### config.mk
export PLATFORM = sky130hd
export DESIGN_NAME = sim_interlock_top
export DESIGN_NICKNAME = d
export VERILOG_FILES = /design/src/design/sim_pkg.sv /design/src/design/sim_interlock_top.sv /design/src/design/sim_disc_timer.sv
export SDC_FILE = /design/constraint.sdc
export NUM_CORES = 1
export LEC_CHECK = 0
export BUFFER_PORTS_ARGS = -buffer_cell sky130_fd_sc_hd__buf_2
export CORE_UTILIZATION = 51
export DETAILED_ROUTE_END_ITERATION = 16
export PLACE_DENSITY_LB_ADDON = 0.3
export SYNTH_ARGS = -nofsm -noshare
export SYNTH_HDL_FRONTEND = slang
export SYNTH_HIERARCHICAL = 1
export SYNTH_SLANG_ARGS = --single-unit
### constraint.sdc
create_clock -name core_clk -period 2.1 [get_ports core_clk]
set_clock_uncertainty 0.2 [all_clocks]
set_input_delay 0.21 -clock core_clk [delete_from_list [all_inputs] [get_ports core_clk]]
set_output_delay 0.21 -clock core_clk [all_outputs]
set_load 0.005 [all_outputs]
### src/design/sim_pkg.sv
/*
 * Constants shared by the safety interlock monitor: clock rate, discrepancy
 * time, register offsets, field positions and the stop state encoding.
 * Assumes a single 20 MHz core clock and a word-wide register port.
 */
package sim_pkg;

	// ***************************************************************
	// Timing
	// ***************************************************************
	localparam int CLK_HZ       = 20_000_000;
	localparam int DISC_TIME_MS = 2000;
	// Least time in whole cycles; the division truncates, nothing rounds up
	localparam int DISC_CYCLES  = (CLK_HZ / 1000 * DISC_TIME_MS + 0);
	localparam int CNT_W        = 26;

	// ***************************************************************
	// Register port
	// ***************************************************************
	localparam int ADDR_W = 4;
	localparam int DATA_W = 32;
	localparam logic [ADDR_W-1:0] OFS_CTRL   = 4'h0;
	localparam logic [ADDR_W-1:0] OFS_STATUS = 4'h4;
	localparam logic [ADDR_W-1:0] OFS_EVENT  = 4'h8;
	localparam logic [ADDR_W-1:0] OFS_MASK   = 4'hc;
	localparam int CTRL_RESET_BIT = 0;

	// Status register fields
	localparam int STAT_W          = 8;
	localparam int ST_DOOR_OPEN    = 0;
	localparam int ST_DOOR_LATCH   = 1;
	localparam int ST_TEACH_LATCH  = 2;
	localparam int ST_PROHIBIT     = 3;
	localparam int ST_HOLD         = 4;
	localparam int ST_STOP         = 5;
	localparam int ST_CRIT         = 6;
	localparam int ST_TEACH_ACK    = 7;

	// Event and mask register fields
	localparam int EVT_W           = 5;
	localparam int EV_DOOR_DISC    = 0;
	localparam int EV_STOP_DISC    = 1;
	localparam int EV_STOP_ENTER   = 2;
	localparam int EV_DOOR_LATCH   = 3;
	localparam int EV_TEACH_LATCH  = 4;
	localparam logic [EVT_W-1:0] MASK_RESET = 5'h00;

	// Connector input positions in the synchroniser vector
	localparam int PIN_W     = 8;
	localparam int PIN_DOORA = 0;
	localparam int PIN_DOORB = 1;
	localparam int PIN_STOPA = 2;
	localparam int PIN_STOPB = 3;
	localparam int PIN_REL   = 4;
	localparam int PIN_TEACH = 5;
	localparam int PIN_PEND  = 6;
	localparam int PIN_BYP   = 7;

	// Emergency stop state
	typedef enum logic [0:0] {
		STOP_RUN  = 1'b0,
		STOP_HALT = 1'b1
	} sim_stop_type;

endpackage

### src/design/sim_interlock_top.sv
/*
 * Safety interlock monitor: watches the redundant door and stop channels,
 * latches door-open and teach conditions, drives hold, power prohibit,
 * stop indicator and critical error, and offers a small register port.
 * Assumes connector inputs are asynchronous levels, closed contact = 1,
 * and the register master lives on core_clk.
 */
module sim_interlock_top #(
	parameter int DISC_CYCLES = sim_pkg::DISC_CYCLES,
	parameter int CNT_W       = sim_pkg::CNT_W
) (
	// Clock and reset
	input  wire logic                       core_clk,
	input  wire logic                       arst_n,
	// Register port
	input  wire logic [sim_pkg::ADDR_W-1:0] regAddr,
	input  wire logic [sim_pkg::DATA_W-1:0] regWrData,
	input  wire logic                       regWr,
	input  wire logic                       regRd,
	output logic      [sim_pkg::DATA_W-1:0] regRdData,
	// Connector inputs, closed contact reads 1
	input  wire logic                       doorChanA,
	input  wire logic                       doorChanB,
	input  wire logic                       stopContactA,
	input  wire logic                       stopContactB,
	input  wire logic                       latchRelease,
	input  wire logic                       teachSelect,
	input  wire logic                       pendantPresent,
	input  wire logic                       bypassPlug,
	// Safety outputs
	output logic                            programHold,
	output logic                            powerProhibit,
	output logic                            stopIndicator,
	output logic                            criticalError,
	output logic                            irq
);

	// ***************************************************************
	// Input synchronisers
	// ***************************************************************

	logic [sim_pkg::PIN_W-1:0] pinRaw;
	logic [sim_pkg::PIN_W-1:0] pinMeta_q;
	logic [sim_pkg::PIN_W-1:0] pinSync_q;

	// Gather the connector pins in package order
	assign pinRaw[sim_pkg::PIN_DOORA] = doorChanA;
	assign pinRaw[sim_pkg::PIN_DOORB] = doorChanB;
	assign pinRaw[sim_pkg::PIN_STOPA] = stopContactA;
	assign pinRaw[sim_pkg::PIN_STOPB] = stopContactB;
	assign pinRaw[sim_pkg::PIN_REL]   = latchRelease;
	assign pinRaw[sim_pkg::PIN_TEACH] = teachSelect;
	assign pinRaw[sim_pkg::PIN_PEND]  = pendantPresent;
	assign pinRaw[sim_pkg::PIN_BYP]   = bypassPlug;

	// Two flops per pin; the first is read only by the second
	for (genvar i = 0; i < sim_pkg::PIN_W; i++) begin : g_sync
		always_ff @(posedge core_clk or negedge arst_n) begin
			if (!arst_n) begin
				pinMeta_q[i] <= 1'b0;
				pinSync_q[i] <= 1'b0;
			end else begin
				pinMeta_q[i] <= pinRaw[i];
				pinSync_q[i] <= pinMeta_q[i];
			end
		end
	end

	// ***************************************************************
	// Decoded conditions
	// ***************************************************************

	logic doorOpen;
	logic stopPressed;
	logic pendantLost;
	logic relClosed;
	logic relPrev_q;
	logic relRise;
	logic teachOn;

	// Reset value 0 reads as open, so nothing is trusted until seen closed
	assign doorOpen    = ~(pinSync_q[sim_pkg::PIN_DOORA] & pinSync_q[sim_pkg::PIN_DOORB]);
	assign stopPressed = ~(pinSync_q[sim_pkg::PIN_STOPA] & pinSync_q[sim_pkg::PIN_STOPB]);
	assign pendantLost = ~pinSync_q[sim_pkg::PIN_PEND] & ~pinSync_q[sim_pkg::PIN_BYP];
	assign relClosed   = pinSync_q[sim_pkg::PIN_REL];
	assign relRise     = relClosed & ~relPrev_q;
	assign teachOn     = pinSync_q[sim_pkg::PIN_TEACH];

	// Previous release level for edge detection
	always_ff @(posedge core_clk or negedge arst_n) begin
		if (!arst_n) begin
			relPrev_q <= 1'b1;
		end else begin
			relPrev_q <= relClosed;
		end
	end

	// ***************************************************************
	// Discrepancy timers
	// ***************************************************************

	logic doorExp;
	logic stopExp;

	// Door pair
	sim_disc_timer #(
		.CYCLES (DISC_CYCLES),
		.CNT_W  (CNT_W)
	) u_doorTimer (
		.core_clk (core_clk),
		.arst_n   (arst_n),
		.chanA    (pinSync_q[sim_pkg::PIN_DOORA]),
		.chanB    (pinSync_q[sim_pkg::PIN_DOORB]),
		.expired  (doorExp)
	);

	// Stop contact pair; a healthy double contact never trips it
	sim_disc_timer #(
		.CYCLES (DISC_CYCLES),
		.CNT_W  (CNT_W)
	) u_stopTimer (
		.core_clk (core_clk),
		.arst_n   (arst_n),
		.chanA    (pinSync_q[sim_pkg::PIN_STOPA]),
		.chanB    (pinSync_q[sim_pkg::PIN_STOPB]),
		.expired  (stopExp)
	);

	// ***************************************************************
	// Latches and stop state
	// ***************************************************************

	logic                  doorLatch_q;
	logic                  doorLatch_d;
	logic                  teachLatch_q;
	logic                  teachLatch_d;
	logic                  teachAck_q;
	logic                  teachAck_d;
	logic                  critErr_q;
	logic                  critErr_d;
	logic                  resetCmd;
	logic                  stopCond;
	sim_pkg::sim_stop_type stop_q;
	sim_pkg::sim_stop_type stop_d;

	// Reset command is a write of the control register
	assign resetCmd = regWr & (regAddr == sim_pkg::OFS_CTRL) & regWrData[sim_pkg::CTRL_RESET_BIT];

	// Door latch: set while door and release open, cleared by release after door closed
	assign doorLatch_d = (doorOpen & ~relClosed) ? 1'b1 :
		(relRise & ~doorOpen) ? 1'b0 : doorLatch_q;

	// Teach latch: held while teach selected, cleared by release in auto
	assign teachLatch_d = teachOn ? 1'b1 :
		relRise ? 1'b0 : teachLatch_q;

	// Release closing in teach mode acknowledges the mode change
	assign teachAck_d = teachOn & (teachAck_q | relRise);

	// Discrepancy sets win over a reset command in the same cycle
	assign critErr_d = (doorExp | stopExp) ? 1'b1 : (resetCmd ? 1'b0 : critErr_q);

	// Any live stop cause; an error must be reset like a pressed switch
	assign stopCond = stopPressed | pendantLost | critErr_q;

	// Stop state machine
	always_comb begin
		stop_d = stop_q;
		unique case (stop_q)
			sim_pkg::STOP_RUN: begin
				if (stopCond) begin
					stop_d = sim_pkg::STOP_HALT;
				end
			end
			sim_pkg::STOP_HALT: begin
				if (resetCmd & ~stopCond) begin
					stop_d = sim_pkg::STOP_RUN;
				end
			end
		endcase
	end

	// Latch and state registers; power-up starts halted for safety
	always_ff @(posedge core_clk or negedge arst_n) begin
		if (!arst_n) begin
			doorLatch_q  <= 1'b1;
			teachLatch_q <= 1'b0;
			teachAck_q   <= 1'b0;
			critErr_q    <= 1'b0;
			stop_q       <= sim_pkg::STOP_HALT;
		end else begin
			doorLatch_q  <= doorLatch_d;
			teachLatch_q <= teachLatch_d;
			teachAck_q   <= teachAck_d;
			critErr_q    <= critErr_d;
			stop_q       <= stop_d;
		end
	end

	// ***************************************************************
	// Safety outputs
	// ***************************************************************

	logic holdNext;
	logic prohibitNext;

	// Door open always blocks power, even once teach is released
	assign holdNext     = doorOpen | doorLatch_d;
	assign prohibitNext = holdNext | (teachLatch_d & ~teachAck_d)
		| (stop_d == sim_pkg::STOP_HALT);

	// Output flops
	always_ff @(posedge core_clk or negedge arst_n) begin
		if (!arst_n) begin
			programHold   <= 1'b1;
			powerProhibit <= 1'b1;
			stopIndicator <= 1'b1;
			criticalError <= 1'b0;
		end else begin
			programHold   <= holdNext;
			powerProhibit <= prohibitNext;
			stopIndicator <= (stop_d == sim_pkg::STOP_HALT);
			criticalError <= critErr_d;
		end
	end

	// ***************************************************************
	// Registers and interrupt
	// ***************************************************************

	logic [sim_pkg::EVT_W-1:0]  evt_q;
	logic [sim_pkg::EVT_W-1:0]  evt_d;
	logic [sim_pkg::EVT_W-1:0]  evtSet;
	logic [sim_pkg::EVT_W-1:0]  mask_q;
	logic [sim_pkg::EVT_W-1:0]  mask_d;
	logic [sim_pkg::STAT_W-1:0] status;
	logic [sim_pkg::DATA_W-1:0] rdMux;
	logic                       evtRead;

	// Rising edges of the watched conditions
	assign evtSet[sim_pkg::EV_DOOR_DISC]   = doorExp & ~critErr_q;
	assign evtSet[sim_pkg::EV_STOP_DISC]   = stopExp & ~critErr_q;
	assign evtSet[sim_pkg::EV_STOP_ENTER]  = (stop_q == sim_pkg::STOP_RUN) & (stop_d == sim_pkg::STOP_HALT);
	assign evtSet[sim_pkg::EV_DOOR_LATCH]  = doorLatch_d & ~doorLatch_q;
	assign evtSet[sim_pkg::EV_TEACH_LATCH] = teachLatch_d & ~teachLatch_q;

	// A read clears; an event in the same cycle survives it
	assign evtRead = regRd & (regAddr == sim_pkg::OFS_EVENT);
	assign evt_d   = (evtRead ? '0 : evt_q) | evtSet;
	assign mask_d  = (regWr & (regAddr == sim_pkg::OFS_MASK)) ? regWrData[sim_pkg::EVT_W-1:0] : mask_q;

	// Live status word
	assign status[sim_pkg::ST_DOOR_OPEN]   = doorOpen;
	assign status[sim_pkg::ST_DOOR_LATCH]  = doorLatch_q;
	assign status[sim_pkg::ST_TEACH_LATCH] = teachLatch_q;
	assign status[sim_pkg::ST_PROHIBIT]    = powerProhibit;
	assign status[sim_pkg::ST_HOLD]        = programHold;
	assign status[sim_pkg::ST_STOP]        = (stop_q == sim_pkg::STOP_HALT);
	assign status[sim_pkg::ST_CRIT]        = critErr_q;
	assign status[sim_pkg::ST_TEACH_ACK]   = teachAck_q;

	// Read selection; unmapped addresses and idle cycles read zero
	assign rdMux = !regRd ? '0 :
		(regAddr == sim_pkg::OFS_STATUS) ? {{(sim_pkg::DATA_W-sim_pkg::STAT_W){1'b0}}, status} :
		(regAddr == sim_pkg::OFS_EVENT)  ? {{(sim_pkg::DATA_W-sim_pkg::EVT_W){1'b0}}, evt_q} :
		(regAddr == sim_pkg::OFS_MASK)   ? {{(sim_pkg::DATA_W-sim_pkg::EVT_W){1'b0}}, mask_q} : '0;

	// Register file, read data and interrupt
	always_ff @(posedge core_clk or negedge arst_n) begin
		if (!arst_n) begin
			evt_q     <= '0;
			mask_q    <= sim_pkg::MASK_RESET;
			regRdData <= '0;
			irq       <= 1'b0;
		end else begin
			evt_q     <= evt_d;
			mask_q    <= mask_d;
			regRdData <= rdMux;
			irq       <= |(evt_d & mask_d);
		end
	end
endmodule

### src/design/sim_disc_timer.sv
/*
 * Discrepancy timer for one redundant channel pair.
 * Assumes both channels are already synchronised to core_clk.
 */
module sim_disc_timer #(
	parameter int CYCLES = sim_pkg::DISC_CYCLES,
	parameter int CNT_W  = sim_pkg::CNT_W
) (
	// Clock and reset
	input  wire logic core_clk,
	input  wire logic arst_n,
	// Channel pair
	input  wire logic chanA,
	input  wire logic chanB,
	// Result
	output logic      expired
);

	localparam logic [CNT_W-1:0] LAST = CNT_W'(CYCLES);

	// Refuse a counter too narrow for the time
	if (CYCLES < 2 || CYCLES >= (2 ** CNT_W)) begin : g_chk
		$error("sim_disc_timer: CYCLES does not fit CNT_W");
	end

	logic [CNT_W-1:0] cnt_q;
	logic [CNT_W-1:0] cnt_d;
	logic             agree;

	// Count disagreeing cycles, saturating at the limit
	assign agree = (chanA == chanB);
	assign cnt_d = agree ? '0 : ((cnt_q == LAST) ? cnt_q : cnt_q + 1'b1);

	// Counter and its flag
	always_ff @(posedge core_clk or negedge arst_n) begin
		if (!arst_n) begin
			cnt_q   <= '0;
			expired <= 1'b0;
		end else begin
			cnt_q   <= cnt_d;
			expired <= ~agree & (cnt_d == LAST);
		end
	end
endmodule

# [Word-level counts from Yosys, hierarchy flattened]
# Index checks and enable logic that the tools add are counted.
[word_totals] regBits=121 inputBits=48
[classes] n_addsub=2 eq_ne=9 muxes=19 n_bitwise=43 reduce_logical=3
[op_table] op="26-bit == test, second input constant" n=4
[op_table] op="26-bit 2-to-1 mux" n=4
[op_table] op="32-bit 2-to-1 mux" n=2
[op_table] op="26-bit by 1-bit adder with 26-bit output, second input constant" n=2
[op_table] op="1-bit bitwise AND" n=20
[op_table] op="5-bit 2-to-1 mux" n=4
[op_table] op="1-bit NOT" n=14
[op_table] op="4-bit == test, second input constant" n=2
[op_table] op="1-bit 2-to-1 mux" n=8
[op_table] op="1-bit OR" n=7
[op_table] op="5-bit bitwise AND" n=1
[op_table] op="5-bit OR" n=1
[op_table] op="5-bit OR reduction" n=1
[op_table] op="4-bit by 3-bit == test with 1-bit output, second input constant" n=1
[op_table] op="4-bit zero test" n=1
[op_table] op="1-bit == test" n=2
[op_table] op="1-bit one-hot mux with 2 select lines" n=1
[op_table] op="2-bit nonzero test" n=1

# [Longest topological paths before layout]
# Gate-level depths: netlist of the first run.
[depth] depth_word=12 depth_mapped=7 depth_no_buf=7

# [Hierarchy]
# The synthesis of the first run kept the hierarchy.
[by_module_without_submodules] mod="sim_disc_timer" instances=2 cells_each=187 area_per_inst_um2=1702.9 seq_area_each_um2=675.6
[by_module_without_submodules] mod="sim_interlock_top" instances=1 cells_each=137 area_per_inst_um2=1724.2 seq_area_each_um2=1082.3

# [Worst setup path before layout of the first run]
# Ideal clock, no wire load.
[synth_timing] path_type="flip-flop to flip-flop" startpoint="register u_doorTimer.cnt_q[3]" endpoint="register u_doorTimer.expired" setup_ns=0.120 t_arrival_ns=1.837 t_required_ns=1.780 path_slack_ns=-0.057 stages_incl_launch_ff=8 synth_period_minus_slack_ns=2.157 cell_sequence="dfrtp_1 buf_4 and4_2 nand4_4 or4_4 a211oi_2 nor4_1 and4_1"
[synth_between] elab_chain_cells=5 elab_cells_between_ends=6
[synth_lines] item="start: declaration" line_no="sim_disc_timer.sv:26" rtl="logic [CNT_W-1:0] cnt_q;"
[synth_lines] item="start signal: assignment" line_no="sim_disc_timer.sv:40" rtl="cnt_q <= cnt_d;"
[synth_lines] item="26-bit by 1-bit adder with 26-bit output / 26-bit == test (equally long branches)" line_no="sim_disc_timer.sv:32" rtl="assign cnt_d = agree ? '0 : ((cnt_q == LAST) ? cnt_q : cnt_q + 1'b1);"
[synth_lines] item="26-bit 2-to-1 mux (*) (2 in series)" line_no="sim_disc_timer.sv:32"
[synth_lines] item="named net u_doorTimer.cnt_d[24]" line_no="sim_disc_timer.sv:27" rtl="logic [CNT_W-1:0] cnt_d;"
[synth_lines] item="26-bit == test (*)" line_no="sim_disc_timer.sv:41" rtl="expired <= ~agree & (cnt_d == LAST);"
[synth_lines] item="1-bit bitwise AND (*)" line_no="sim_disc_timer.sv:41"
[synth_lines] item="end signal: assignment" line_no="sim_disc_timer.sv:41"
[synth_lines] item="end: declaration" line_no="sim_disc_timer.sv:16" rtl="output logic expired"
# The timed path passes the listed nets; every way through them passes the cells marked *.
# A chain may end at the register's enable or synchronous reset.

# [Worst setup path in the final report of the first run]
[layout_timing] startpoint="register u_doorTimer.cnt_q[2]" endpoint="register u_doorTimer.expired"
[layout_between] elab_chain_cells=5 elab_cells_between_ends=6
[layout_lines] item="26-bit by 1-bit adder with 26-bit output / 26-bit == test (equally long branches)" line_no="sim_disc_timer.sv:32"
[layout_lines] item="26-bit 2-to-1 mux (*) (2 in series)" line_no="sim_disc_timer.sv:32"
[layout_lines] item="26-bit == test (*)" line_no="sim_disc_timer.sv:41"
[layout_lines] item="1-bit bitwise AND (*)" line_no="sim_disc_timer.sv:41"
# Every way passes the cells marked *; elsewhere a longest branch is shown, timed or not.

==> impl_metrics.env, run 1 <==
export IMPL_status="complete, but fails checks"
export IMPL_violations="setup timing"
export IMPL_dp_hpwl_um=9374
export IMPL_yosys_warnings=6
export IMPL_endpoint="u_doorTimer/expired"
export IMPL_fin_ws_ns=-0.1994
export IMPL_die_w_um=102.3
export IMPL_start_util=0.5248
export IMPL_vias=4498
export IMPL_maxCapViolations=0
export IMPL_power_density_nw_per_um2=558.3
export IMPL_clkPwrFrac=0.336
export IMPL_holdWs_ns=0.01633
export IMPL_power_total_mw=3.827
export IMPL_die_h_um=102.3
export IMPL_ys_ff_latch=97
export IMPL_cts_tree="done"
export IMPL_ys_types=61
export IMPL_numPortBuffers=33
export IMPL_drc=0
export IMPL_fp_dieArea_sq_um=10460
export IMPL_worstReg2RegEnd="u_doorTimer/expired"
export IMPL_crit_arrival_ns=2.40
export IMPL_worst_pin_slew_ns=0.5722
export IMPL_synth_fa_ha_area_frac=0.009756
export IMPL_comb_power_share=0.136
export IMPL_synth_area_leaders="dfrtp_1, nor2_1, buf_4"
export IMPL_fin_crit_ns=2.299
export IMPL_max_slew_margin=0.6173
export IMPL_cp_data_required_time_ns=2.20
export IMPL_synth_flop_cell="dfrtp_1"
export IMPL_switching_share=0.2739
export IMPL_synth_area_sq_um=5130
export IMPL_synthMuxAreaShare=0.02390
export IMPL_first_global_vias=4433
export IMPL_seq_area_sq_um=2437
export IMPL_peakVddDrop_uv=420.3
export IMPL_rsz0062_at_grt="true"
export IMPL_worstSetupPathType="register to register"
export IMPL_timing_rr_start="u_doorTimer/cnt_q[2]"
export IMPL_io_pins=85
export IMPL_gp_congestion=0.9460
export IMPL_setup_worst_path_start="u_doorTimer/cnt_q[2]"
export IMPL_crit_fanout=4
export IMPL_viasPerCell=5.465
export IMPL_post_drt_wl_per_cell_um=15.57
export IMPL_cp_start_kind="register"
export IMPL_ys_seq_area_frac=0.4744
export IMPL_h_tree_depth=3
export IMPL_synth_compound_area_share=0.08488
export IMPL_internal_power_mw=2.779
export IMPL_syn2layout_area_growth_pct=33.63
export IMPL_clk_pin_slew_worst_paths_ns=0.11
export IMPL_fin_area_sq_um=6855
export IMPL_hold_viol_final=0
export IMPL_synth_edff_count=0
export IMPL_grt_ovfl_total=0
export IMPL_cts_buffer_depth=2
export IMPL_root_buffer="clkbuf_8"
export IMPL_synth_area_leader_cell="dfrtp_1"
export IMPL_synth_top_family_by_area="simple AND/OR/NAND/NOR gates"
export IMPL_ff2ff_path_depth=7
export IMPL_leakage_nw=3.147
export IMPL_drive_gt1_frac=0.3493
export IMPL_cts_sinks=97
export IMPL_dr_first_iter_drc_count=206
export IMPL_grt_max_degree=39
export IMPL_slew_violations=0
export IMPL_core_sq_um=9774
export IMPL_multi_input_area_sq_um=2603
export IMPL_track_usage=0.2632
export IMPL_critPathCaptureType="register"
export IMPL_syn_instance_count=511
export IMPL_setup_violations_final=2
export IMPL_fmax_mhz=434.9
export IMPL_clock_latency_ns=0.37
export IMPL_totalWireLength_um=12810
export IMPL_syn_avg_cell_area_sq_um=10.04
export IMPL_fin_setup_tns_ns=-0.3063
export IMPL_seqPwrFrac=0.527
export IMPL_synthXorXnorAreaFrac=0.07902
export IMPL_num_rows=36
export IMPL_regToRegSetupSlack_ns=-0.20
export IMPL_nNetsFinal=737
export IMPL_hold_class="input port to register"
export IMPL_grt_antenna_before_repair=0
export IMPL_fin_crit_sh=1.095
export IMPL_num_antenna_cells=0
export IMPL_async_reset_ff_frac=1.000
export IMPL_numCtsBuffers=9
export IMPL_placed_area_sq_um=6192
export IMPL_grt_pass1_wl_um=21050
export IMPL_power_switching_mw=1.048
export IMPL_nFillCells=724
export IMPL_synth_top_cell_area_share=0.4488
export IMPL_ant_nets=0
export IMPL_dr_pass1_iters=4
export IMPL_synth_simple_area_share=0.2573
power by group through the flow:
stage | registers (mW) | logic (mW) | clock network (mW)
after global placement | 2.05 | 0.467 | 0
after global routing | 2.03 | 0.573 | 1.40
after floorplan | 2.04 | 0.284 | 0
final | 2.02 | 0.522 | 1.29
after CTS | 2.02 | 0.517 | 1.32
after detailed placement | 2.05 | 0.481 | 0
cell usage in the layout, fill, tap and decap left out, types with 6 or more instances in the layout:
cell,count
mux2i_1,7
dfrtp_1,89
nand3_1,16
conb_1,24
and4_1,6
xnor2_1,23
nor2_1,73
dlygate4sd3_1,15
nor4_1,11
inv_1,20
nand4_1,16
nand2_1,38
buf_4,127
a21oi_1,17
xor2_1,15
clkbuf_8,9
buf_2,32
o211ai_1,6
nor3_1,11
area by class of cell:
class                      count  area share
timing repair buffer         180      0.1980
clock inverter                 7     0.01351
tap                          133     0.02427
clock buffer                   9     0.01807
multi-input combinational    377      0.3796
sequential                    97      0.3555
inverter                      20     0.01095
metal layers:
layer / vias to the layer above / GRT usage / wire length (um)
met2: 159 / 0.4744 / 6611
met5: - / 0 / 0
met3: 28 / 0.04651 / 638
met4: 0 / 0.07363 / 237
li1: 2110 / - / -
met1: 2201 / 0.3229 / 5325
state kept, by name, indices dropped and copies added (netlist names):
signal	cells
stopIndicator	1
u_stopTimer/expired	1
teachAck_q	1
pinSync_q	6
relClosed	1
mask_q	5
criticalError	1
pinMeta_q	8
programHold	1
u_doorTimer/expired	1
u_doorTimer/cnt_q	26
regRdData	8
evt_q	5
doorLatch_q	1
irq	1
teachLatch_q	1
powerProhibit	1
teachOn	1
u_stopTimer/cnt_q	26
relPrev_q	1
worst max-delay path, cell delays in order, from the launching register on:
cell,delay (ns)
dfrtp_1,0.38
buf_4,0.15
and4_4,0.26
nand4_1,0.21
or3_4,0.40
mux2i_1,0.15
nor4_2,0.25
and4_1,0.24
what timing repair did:
item,4_1_cts,5_1_grt
gates resized for setup,18,18
setup buffers,12,5
hold endpoints to repair,52,0
pin swaps,14,7
endpoints found under the setup margin,6,10
hold buffers,15,0
per-stage QoR:
stage                     worst slack (ns)  utilization  instances
after floorplan                    0.01241            -        534
after global placement             -0.1680       0.6335        776
after detailed placement           -0.2449       0.6335        776
after CTS                          -0.1880       0.6898        818
after global routing               -0.2690       0.7014        823
final                              -0.1994       0.7014        823
worst min-delay path by stage:
| stage | cells after the start | to | start |
|---|---|---|---|
| floorplan | 0 | criticalError | arst_n |
| global placement | 1 | mask_q[4] | arst_n |
| detailed placement | 1 | mask_q[1] | arst_n |
| CTS | 3 | criticalError | regWr |
| global route | 3 | criticalError | regWr |
| finish | 3 | criticalError | regWr |
cells in the mapped netlist (all sizes together) (2+ instances only):
cell and number:
a21oi 17, o22ai 2, buf 36, a22o 4
inv 20, o21ai 5, mux2 4, o211a 2
nand4 18, dfrtp 92, nor4b 6, and2 5
nand3 18, o221ai 2, nor4 19, a211oi 2
dfstp 5, o211ai 6, nand2 41, or3 4
xnor2 26, xor2 16, nor2 76, a21o 2
a211o 2, and4 10, ha 4, and3 9
mux2i 7, nor3b 2, o311ai 2, a221oi 4
clkbuf 4, or4 4, o21a 5, o31ai 4
or3b 2, nor4bb 4, nand2b 3, nor3 11
cell families (layout without fill, tap and decap cells):
group,after synthesis,in the layout
simple gates,235,235
compound gates,61,61
xor+xnor,42,42
mux,11,11
other cells,1,24
fa+ha+maj,4,4
flops,97,97
buf+inv,60,216
No activity file was read; power rests on OpenSTA's default activity.
==> run 2, diff against run 1 <==
Settings changed: ABC_AREA from default to 1, CORE_UTILIZATION 51 to 52.
==> impl_metrics.env, run 2 <==
export IMPL_status="complete, but fails checks"
export IMPL_violations="setup timing"
export IMPL_hold_start="regAddr[2]"
export IMPL_gp_congestion=0.9227
export IMPL_h_tree_depth=3
export IMPL_synth_top_cell_area_share=0.4271
export IMPL_dp_hpwl_um=8999
export IMPL_clk_pin_slew_worst_paths_ns=0.10
export IMPL_drive_gt1_frac=0.1895
export IMPL_drc=0
export IMPL_syn2layout_area_growth_pct=16.92
export IMPL_ant_nets=0
export IMPL_slew_violations=0
export IMPL_fmax_mhz=469.3
export IMPL_vias=4725
export IMPL_ys_ff_latch=97
export IMPL_power_density_nw_per_um2=581.7
export IMPL_grt_antenna_before_repair=0
export IMPL_fp_dieArea_sq_um=10780
export IMPL_syn_avg_cell_area_sq_um=7.384
export IMPL_crit_arrival_ns=2.24
export IMPL_top_regs="u_doorTimer/cnt_q x26, u_stopTimer/cnt_q x26"
export IMPL_final_common_cell="nand2_1"
export IMPL_totalWireLength_um=12200
export IMPL_ff2ff_path_depth=14
export IMPL_final_cell_mix="nand2_1, inv_1, nor2_1"
export IMPL_yosys_warnings=6
export IMPL_slowest_delay_ns=0.45
export IMPL_core_sq_um=9910
export IMPL_worstReg2RegEnd="u_stopTimer/expired"
export IMPL_cts_tree="done"
export IMPL_syn_instance_count=730
export IMPL_numCtsBuffers=9
export IMPL_critPathCaptureType="register"
export IMPL_yosysMostFrequentCell="nand2_1"
export IMPL_hold_class="input port to register"
export IMPL_timing_rr_start="u_stopTimer/cnt_q[0]"
export IMPL_nNetsFinal=865
export IMPL_synth_area_leaders="dfrtp_1, nand2_1, inv_1"
export IMPL_num_antenna_cells=0
export IMPL_root_buffer="clkbuf_8"
export IMPL_dr_pass1_iters=5
export IMPL_fin_setup_tns_ns=-0.05532
export IMPL_die_w_um=103.8
export IMPL_grt_max_degree=41
export IMPL_cts_sinks=97
export IMPL_io_pins=85
export IMPL_cp_start_kind="register"
export IMPL_grt_ovfl_total=0
export IMPL_post_route_util=0.6360
export IMPL_crit_fanout=5
export IMPL_post_drt_wl_per_cell_um=12.82
export IMPL_final_cell_count_no_fill=951
export IMPL_cp_data_required_time_ns=2.21
export IMPL_crit_family="simple AND/OR/NAND/NOR gates"
export IMPL_numPortBuffers=33
export IMPL_ys_types=33
export IMPL_slowest_stage="dfrtp_2"
export IMPL_clock_latency_ns=0.37
export IMPL_async_reset_ff_frac=1.000
export IMPL_first_global_vias=4567
export IMPL_fin_crit_ns=2.131
export IMPL_crit_chain="inv_2, ha_1, nand2_1, nor2_1, nand2_1, nor2_4, nand2_2, nand2_1, nand2_1, nor2_1, nand3_1, nor2_1, nand4_1, nor2_1"
export IMPL_synth_edff_count=0
export IMPL_worstSetupPathType="register to register"
export IMPL_hold_depth=4
export IMPL_synth_area_leader_cell="dfrtp_1"
export IMPL_synth_area_sq_um=5390
export IMPL_track_usage=0.2412
export IMPL_num_rows=36
export IMPL_hold_viol_final=0
export IMPL_cts_buffer_depth=2
export IMPL_fin_ws_ns=-0.03105
export IMPL_rsz0062_at_grt="true"
export IMPL_fin_crit_sh=1.015
export IMPL_dr_first_iter_drc_count=282
export IMPL_grt_pass1_wl_um=20620
export IMPL_post_place_cells=904
export IMPL_regToRegSetupSlack_ns=-0.03
export IMPL_path_buf_inv=1
export IMPL_viasPerCell=4.968
export IMPL_synth_flop_cell="dfrtp_1"
export IMPL_maxCapViolations=0
export IMPL_die_h_um=103.8
export IMPL_synth_top_cells_by_count="nand2_1, inv_1, nor2_1"
export IMPL_start_util=0.5439
export IMPL_peakVddDrop_uv=508.4
export IMPL_leakage_nw=3.128
export IMPL_ys_seq_area_frac=0.4515
export IMPL_setup_violations_final=2
export IMPL_min_to="regRdData[1]"
-- run 2: changes by cell type after synthesis, sizes merged, moves of 11 or more --
| cell | before | now |
|---|---|---|
| nand2 | 41 | 215 |
| inv | 20 | 116 |
| nand3 | 18 | 72 |
| nor2 | 76 | 116 |
| xnor2 | 26 | 6 |
| nor4 | 19 | 0 |
| o21ai | 5 | 16 |
-- run 2: layout make-up --
class	count	area, sq um
inverters	117	444.2
well taps	133	166.4
fillers	845	3607
clock inverters	6	48.80
flip-flops and latches	97	2437
multi-input cells	510	2489
repair buffers	78	579.3
clock buffers	10	137.6
-- run 2: layer usage --
| metal | wire [um] | vias up | track usage |
|---|---|---|---|
| met4 | 312 | 0 | 0.08980 |
| li1 | - | 2380 | - |
| met1 | 5221 | 2179 | 0.2971 |
| met5 | 0 | - | 0 |
| met3 | 580 | 28 | 0.05286 |
| met2 | 6081 | 138 | 0.4138 |
-- run 2: worst max path at each step --
stage / slack, ns / cells after the start / to / from
after floorplan: 0.17 / 12 / u_doorTimer/expired / u_doorTimer/cnt_q[0]
after global placement: -0.05 / 14 / u_doorTimer/expired / u_doorTimer/cnt_q[0]
after detailed placement: -0.15 / 14 / u_doorTimer/expired / u_doorTimer/cnt_q[0]
after CTS: -0.02 / 14 / u_doorTimer/expired / u_doorTimer/cnt_q[0]
after global routing: -0.18 / 13 / u_stopTimer/expired / u_stopTimer/cnt_q[1]
final: -0.03 / 14 / u_stopTimer/expired / u_stopTimer/cnt_q[0]
-- run 2: cell families (layout without fill, tap and decap cells) --
| kind of cell | Yosys count | after routing | synth area share |
|---|---|---|---|
| buf+inv | 146 | 211 | 0.1214 |
| fa+ha+maj | 4 | 4 | 0.009285 |
| xor+xnor | 12 | 12 | 0.02228 |
| simple gates | 433 | 433 | 0.3565 |
| flops | 97 | 97 | 0.4515 |
| other cells | 1 | 24 | 0.0006957 |
| compound gates | 37 | 37 | 0.03830 |
-- run 2: what timing repair did --
item / 4_1_cts / 5_1_grt
gates resized for setup: 11 / 26
setup endpoints to repair: 2 / 2
hold buffers: 18 / 0
pin swaps: 5 / 13
endpoints found under the hold margin: 118 / 0
setup buffers: 8 / 5
-- run 2: through the flow --
stage	setup WS (ns)	area [sq um]	total power, mW	hold WS, ns
after floorplan	0.1709	5477	2.314	-0.2856
after global placement	-0.05090	5731	2.454	-0.01691
after detailed placement	-0.1466	5731	2.467	-0.01143
after CTS	-0.01872	6195	3.676	0.001358
after global routing	-0.1849	6302	3.868	0.009939
final	-0.03105	6302	3.666	0.02750
-- run 2: where the power goes --
group | total [mW] | leakage (nW) | switching (mW) | internal (mW)
registers | 2.03 | 1.26 | 0.0698 | 1.96
logic | 0.490 | 1.77 | 0.289 | 0.201
clock network | 1.14 | 0.0908 | 0.667 | 0.475
-- run 2: worst register-to-register path, stage by stage (launching register included) --
cell and delay [ns]:
dfrtp_2 0.45, inv_2 0.08, ha_1 0.14, nand2_1 0.06
nor2_1 0.08, nand2_1 0.10, nor2_4 0.14, nand2_2 0.08
nand2_1 0.09, nand2_1 0.06, nor2_1 0.10, nand3_1 0.13
nor2_1 0.16, nand4_1 0.13, nor2_1 0.10
==> run 3, diff against run 2 <==
Settings changed: ABC_AREA 1 to default, CORE_UTILIZATION 52 to 26.
==> impl_metrics.env, run 3 (synthesized netlist as in run 1, its figures left out) <==
export IMPL_use_met3=0.02052
export IMPL_first_global_vias=4505
export IMPL_die_w_um=142.5
export IMPL_leakage_nw=3.258
export IMPL_cts_tree="done"
export IMPL_rsz0062_at_grt="true"
export IMPL_path_buf_inv=1
export IMPL_grt_max_degree=39
export IMPL_top_regs="u_doorTimer/cnt_q x26, u_stopTimer/cnt_q x26"
export IMPL_fmax_mhz=424.1
export IMPL_final_cell_mix="buf_4, dfrtp_1, nor2_1"
export IMPL_vias=4429
export IMPL_top_usage_layer="met2"
export IMPL_grt_antenna_before_repair=0
export IMPL_slew_violations=0
export IMPL_cts_sinks=97
export IMPL_num_antenna_cells=0
export IMPL_crit_chain="nand4_1, nor4_4, buf_4, nand3_4, xor2_2, nor4bb_2, and4_1"
export IMPL_crit_family="simple AND/OR/NAND/NOR gates"
export IMPL_status="complete, but fails checks"
export IMPL_peakVddDrop_uv=448.8
export IMPL_dp_hpwl_um=9624
export IMPL_met1_usage=0.1851
export IMPL_cp_data_required_time_ns=2.19
export IMPL_grt_ovfl_total=0
export IMPL_fin_crit_sh=1.123
export IMPL_start_util=0.2644
export IMPL_drc=0
export IMPL_critPathCaptureType="register"
export IMPL_totalWireLength_um=13310
export IMPL_die_h_um=142.5
export IMPL_clk_pin_slew_worst_paths_ns=0.08
export IMPL_maxCapViolations=0
export IMPL_gr_usage_met2=0.2319
export IMPL_numCtsBuffers=9
export IMPL_fin_ws_ns=-0.2578
export IMPL_io_pins=85
export IMPL_power_density_nw_per_um2=599.6
export IMPL_final_common_cell="buf_4"
export IMPL_syn2layout_area_growth_pct=41.68
export IMPL_setup_violations_final=8
export IMPL_dr_pass1_iters=4
export IMPL_h_tree_depth=3
export IMPL_switching_share=0.2703
export IMPL_slowest_delay_ns=0.44
export IMPL_clkPwrFrac=0.413
export IMPL_slowest_stage="dfrtp_2"
export IMPL_ant_nets=0
export IMPL_violations="setup timing"
export IMPL_crit_fanout=7
export IMPL_cp_start_kind="register"
export IMPL_post_drt_wl_per_cell_um=13.82
export IMPL_hold_viol_final=0
export IMPL_placed_area_sq_um=6405
export IMPL_dr_first_iter_drc_count=276
export IMPL_gp_congestion=0.8314
export IMPL_post_place_cells=916
export IMPL_track_usage=0.1411
export IMPL_power_total_mw=4.358
export IMPL_final_cell_count_no_fill=963
export IMPL_fin_crit_ns=2.358
export IMPL_fp_dieArea_sq_um=20300
export IMPL_comb_power_share=0.124
export IMPL_fin_setup_tns_ns=-0.8174
export IMPL_grt_pass1_wl_um=22480
export IMPL_viasPerCell=4.599
export IMPL_worstSetupPathType="register to register"
export IMPL_cts_buffer_depth=2
export IMPL_clock_latency_ns=0.36
export IMPL_internal_power_mw=3.180
export IMPL_fin_area_sq_um=7268
export IMPL_core_sq_um=19400
export IMPL_num_rows=51
export IMPL_root_buffer="clkbuf_16"
export IMPL_crit_arrival_ns=2.45
export IMPL_numPortBuffers=33
export IMPL_nNetsFinal=745
export IMPL_power_switching_mw=1.178
export IMPL_seqPwrFrac=0.463
export IMPL_drive_gt1_frac=0.3696
export IMPL_hold_class="input port to async pin"
## run 3: changes by cell type in the layout (fill, tap and decap cells not counted), moves of 9 or more
cell and change:
xnor2_1 +20, clkbuf_16 +9, buf_4 +109, nand2_1 -161
nor2_1 -16, nand2_2 -14, clkbuf_8 -10, inv_2 -10
nor4_1 +9, nor2_4 -9, nand3_1 -49, inv_1 -86
nor2_2 -15
## run 3: per-layer routing
| layer | vias to the layer above | part of all wire |
|---|---|---|
| met5 | - | 0 |
| met4 | 0 | 0.016 |
| met3 | 16 | 0.030 |
| met2 | 89 | 0.49 |
| met1 | 2188 | 0.47 |
| li1 | 2136 | - |
## run 3: metrics by stage
stage,setup slack [ns],hold WS (ns),util
after floorplan,0.01241,-0.2856,-
after global placement,-0.3724,-0.1061,0.3302
after detailed placement,-0.3699,-0.1088,0.3302
after CTS,-0.1841,0.04195,0.3636
after global routing,-0.3697,0.06206,0.3747
final,-0.2578,0.04573,0.3747
## run 3: worst paths after layout
check	startpoint	endpoint	slack [ns]	cells after the start
setup / recovery	u_stopTimer/cnt_q[6]	u_stopTimer/expired	-0.26	7
setup reg to reg	u_stopTimer/cnt_q[6]	u_stopTimer/expired	-0.26	7
hold reg to reg	pinMeta_q[3]	pinSync_q[3]	0.15	0
min in group core_clk	regWr	criticalError	0.07	3
hold / removal	arst_n	u_stopTimer/cnt_q[17]	0.05	2
max in group asynchronous	arst_n	doorLatch_q	0.97	3
## run 3: what timing repair did
action / CTS / global route
gates cloned: 0 / 0
buffers inserted: 7 / 11
hold buffers: 15 / 0
gates resized for setup: 23 / 29
endpoints found under the setup margin: 5 / 12
pin swaps: 12 / 22
endpoints found under the hold margin: 108 / 0
## run 3: worst register-to-register path: stages, from the launching register on
cell,delay (ns)
dfrtp_2,0.44
nand4_1,0.29
nor4_4,0.34
buf_4,0.18
nand3_4,0.08
xor2_2,0.17
nor4bb_2,0.33
and4_1,0.25
## run 3: area by class of cell
class	instances	area (sq um)
clock inverter	7	107.6
fill	1960	12130
sequential	97	2441
clock buffer	9	225.2
multi-input combinational	377	2675
inverter	20	75.07
tap	265	331.6
timing repair buffer	188	1413
## run 3: power by group through the flow
stage / sequential [mW] / combinational [mW] / clock (mW)
2_1_floorplan: 2.04 / 0.284 / 0
3_5_place_dp: 2.05 / 0.482 / 0
4_1_cts: 2.02 / 0.515 / 1.86
5_1_grt: 2.03 / 0.603 / 1.93
6_report: 2.02 / 0.541 / 1.80
3_3_place_gp: 2.05 / 0.474 / 0
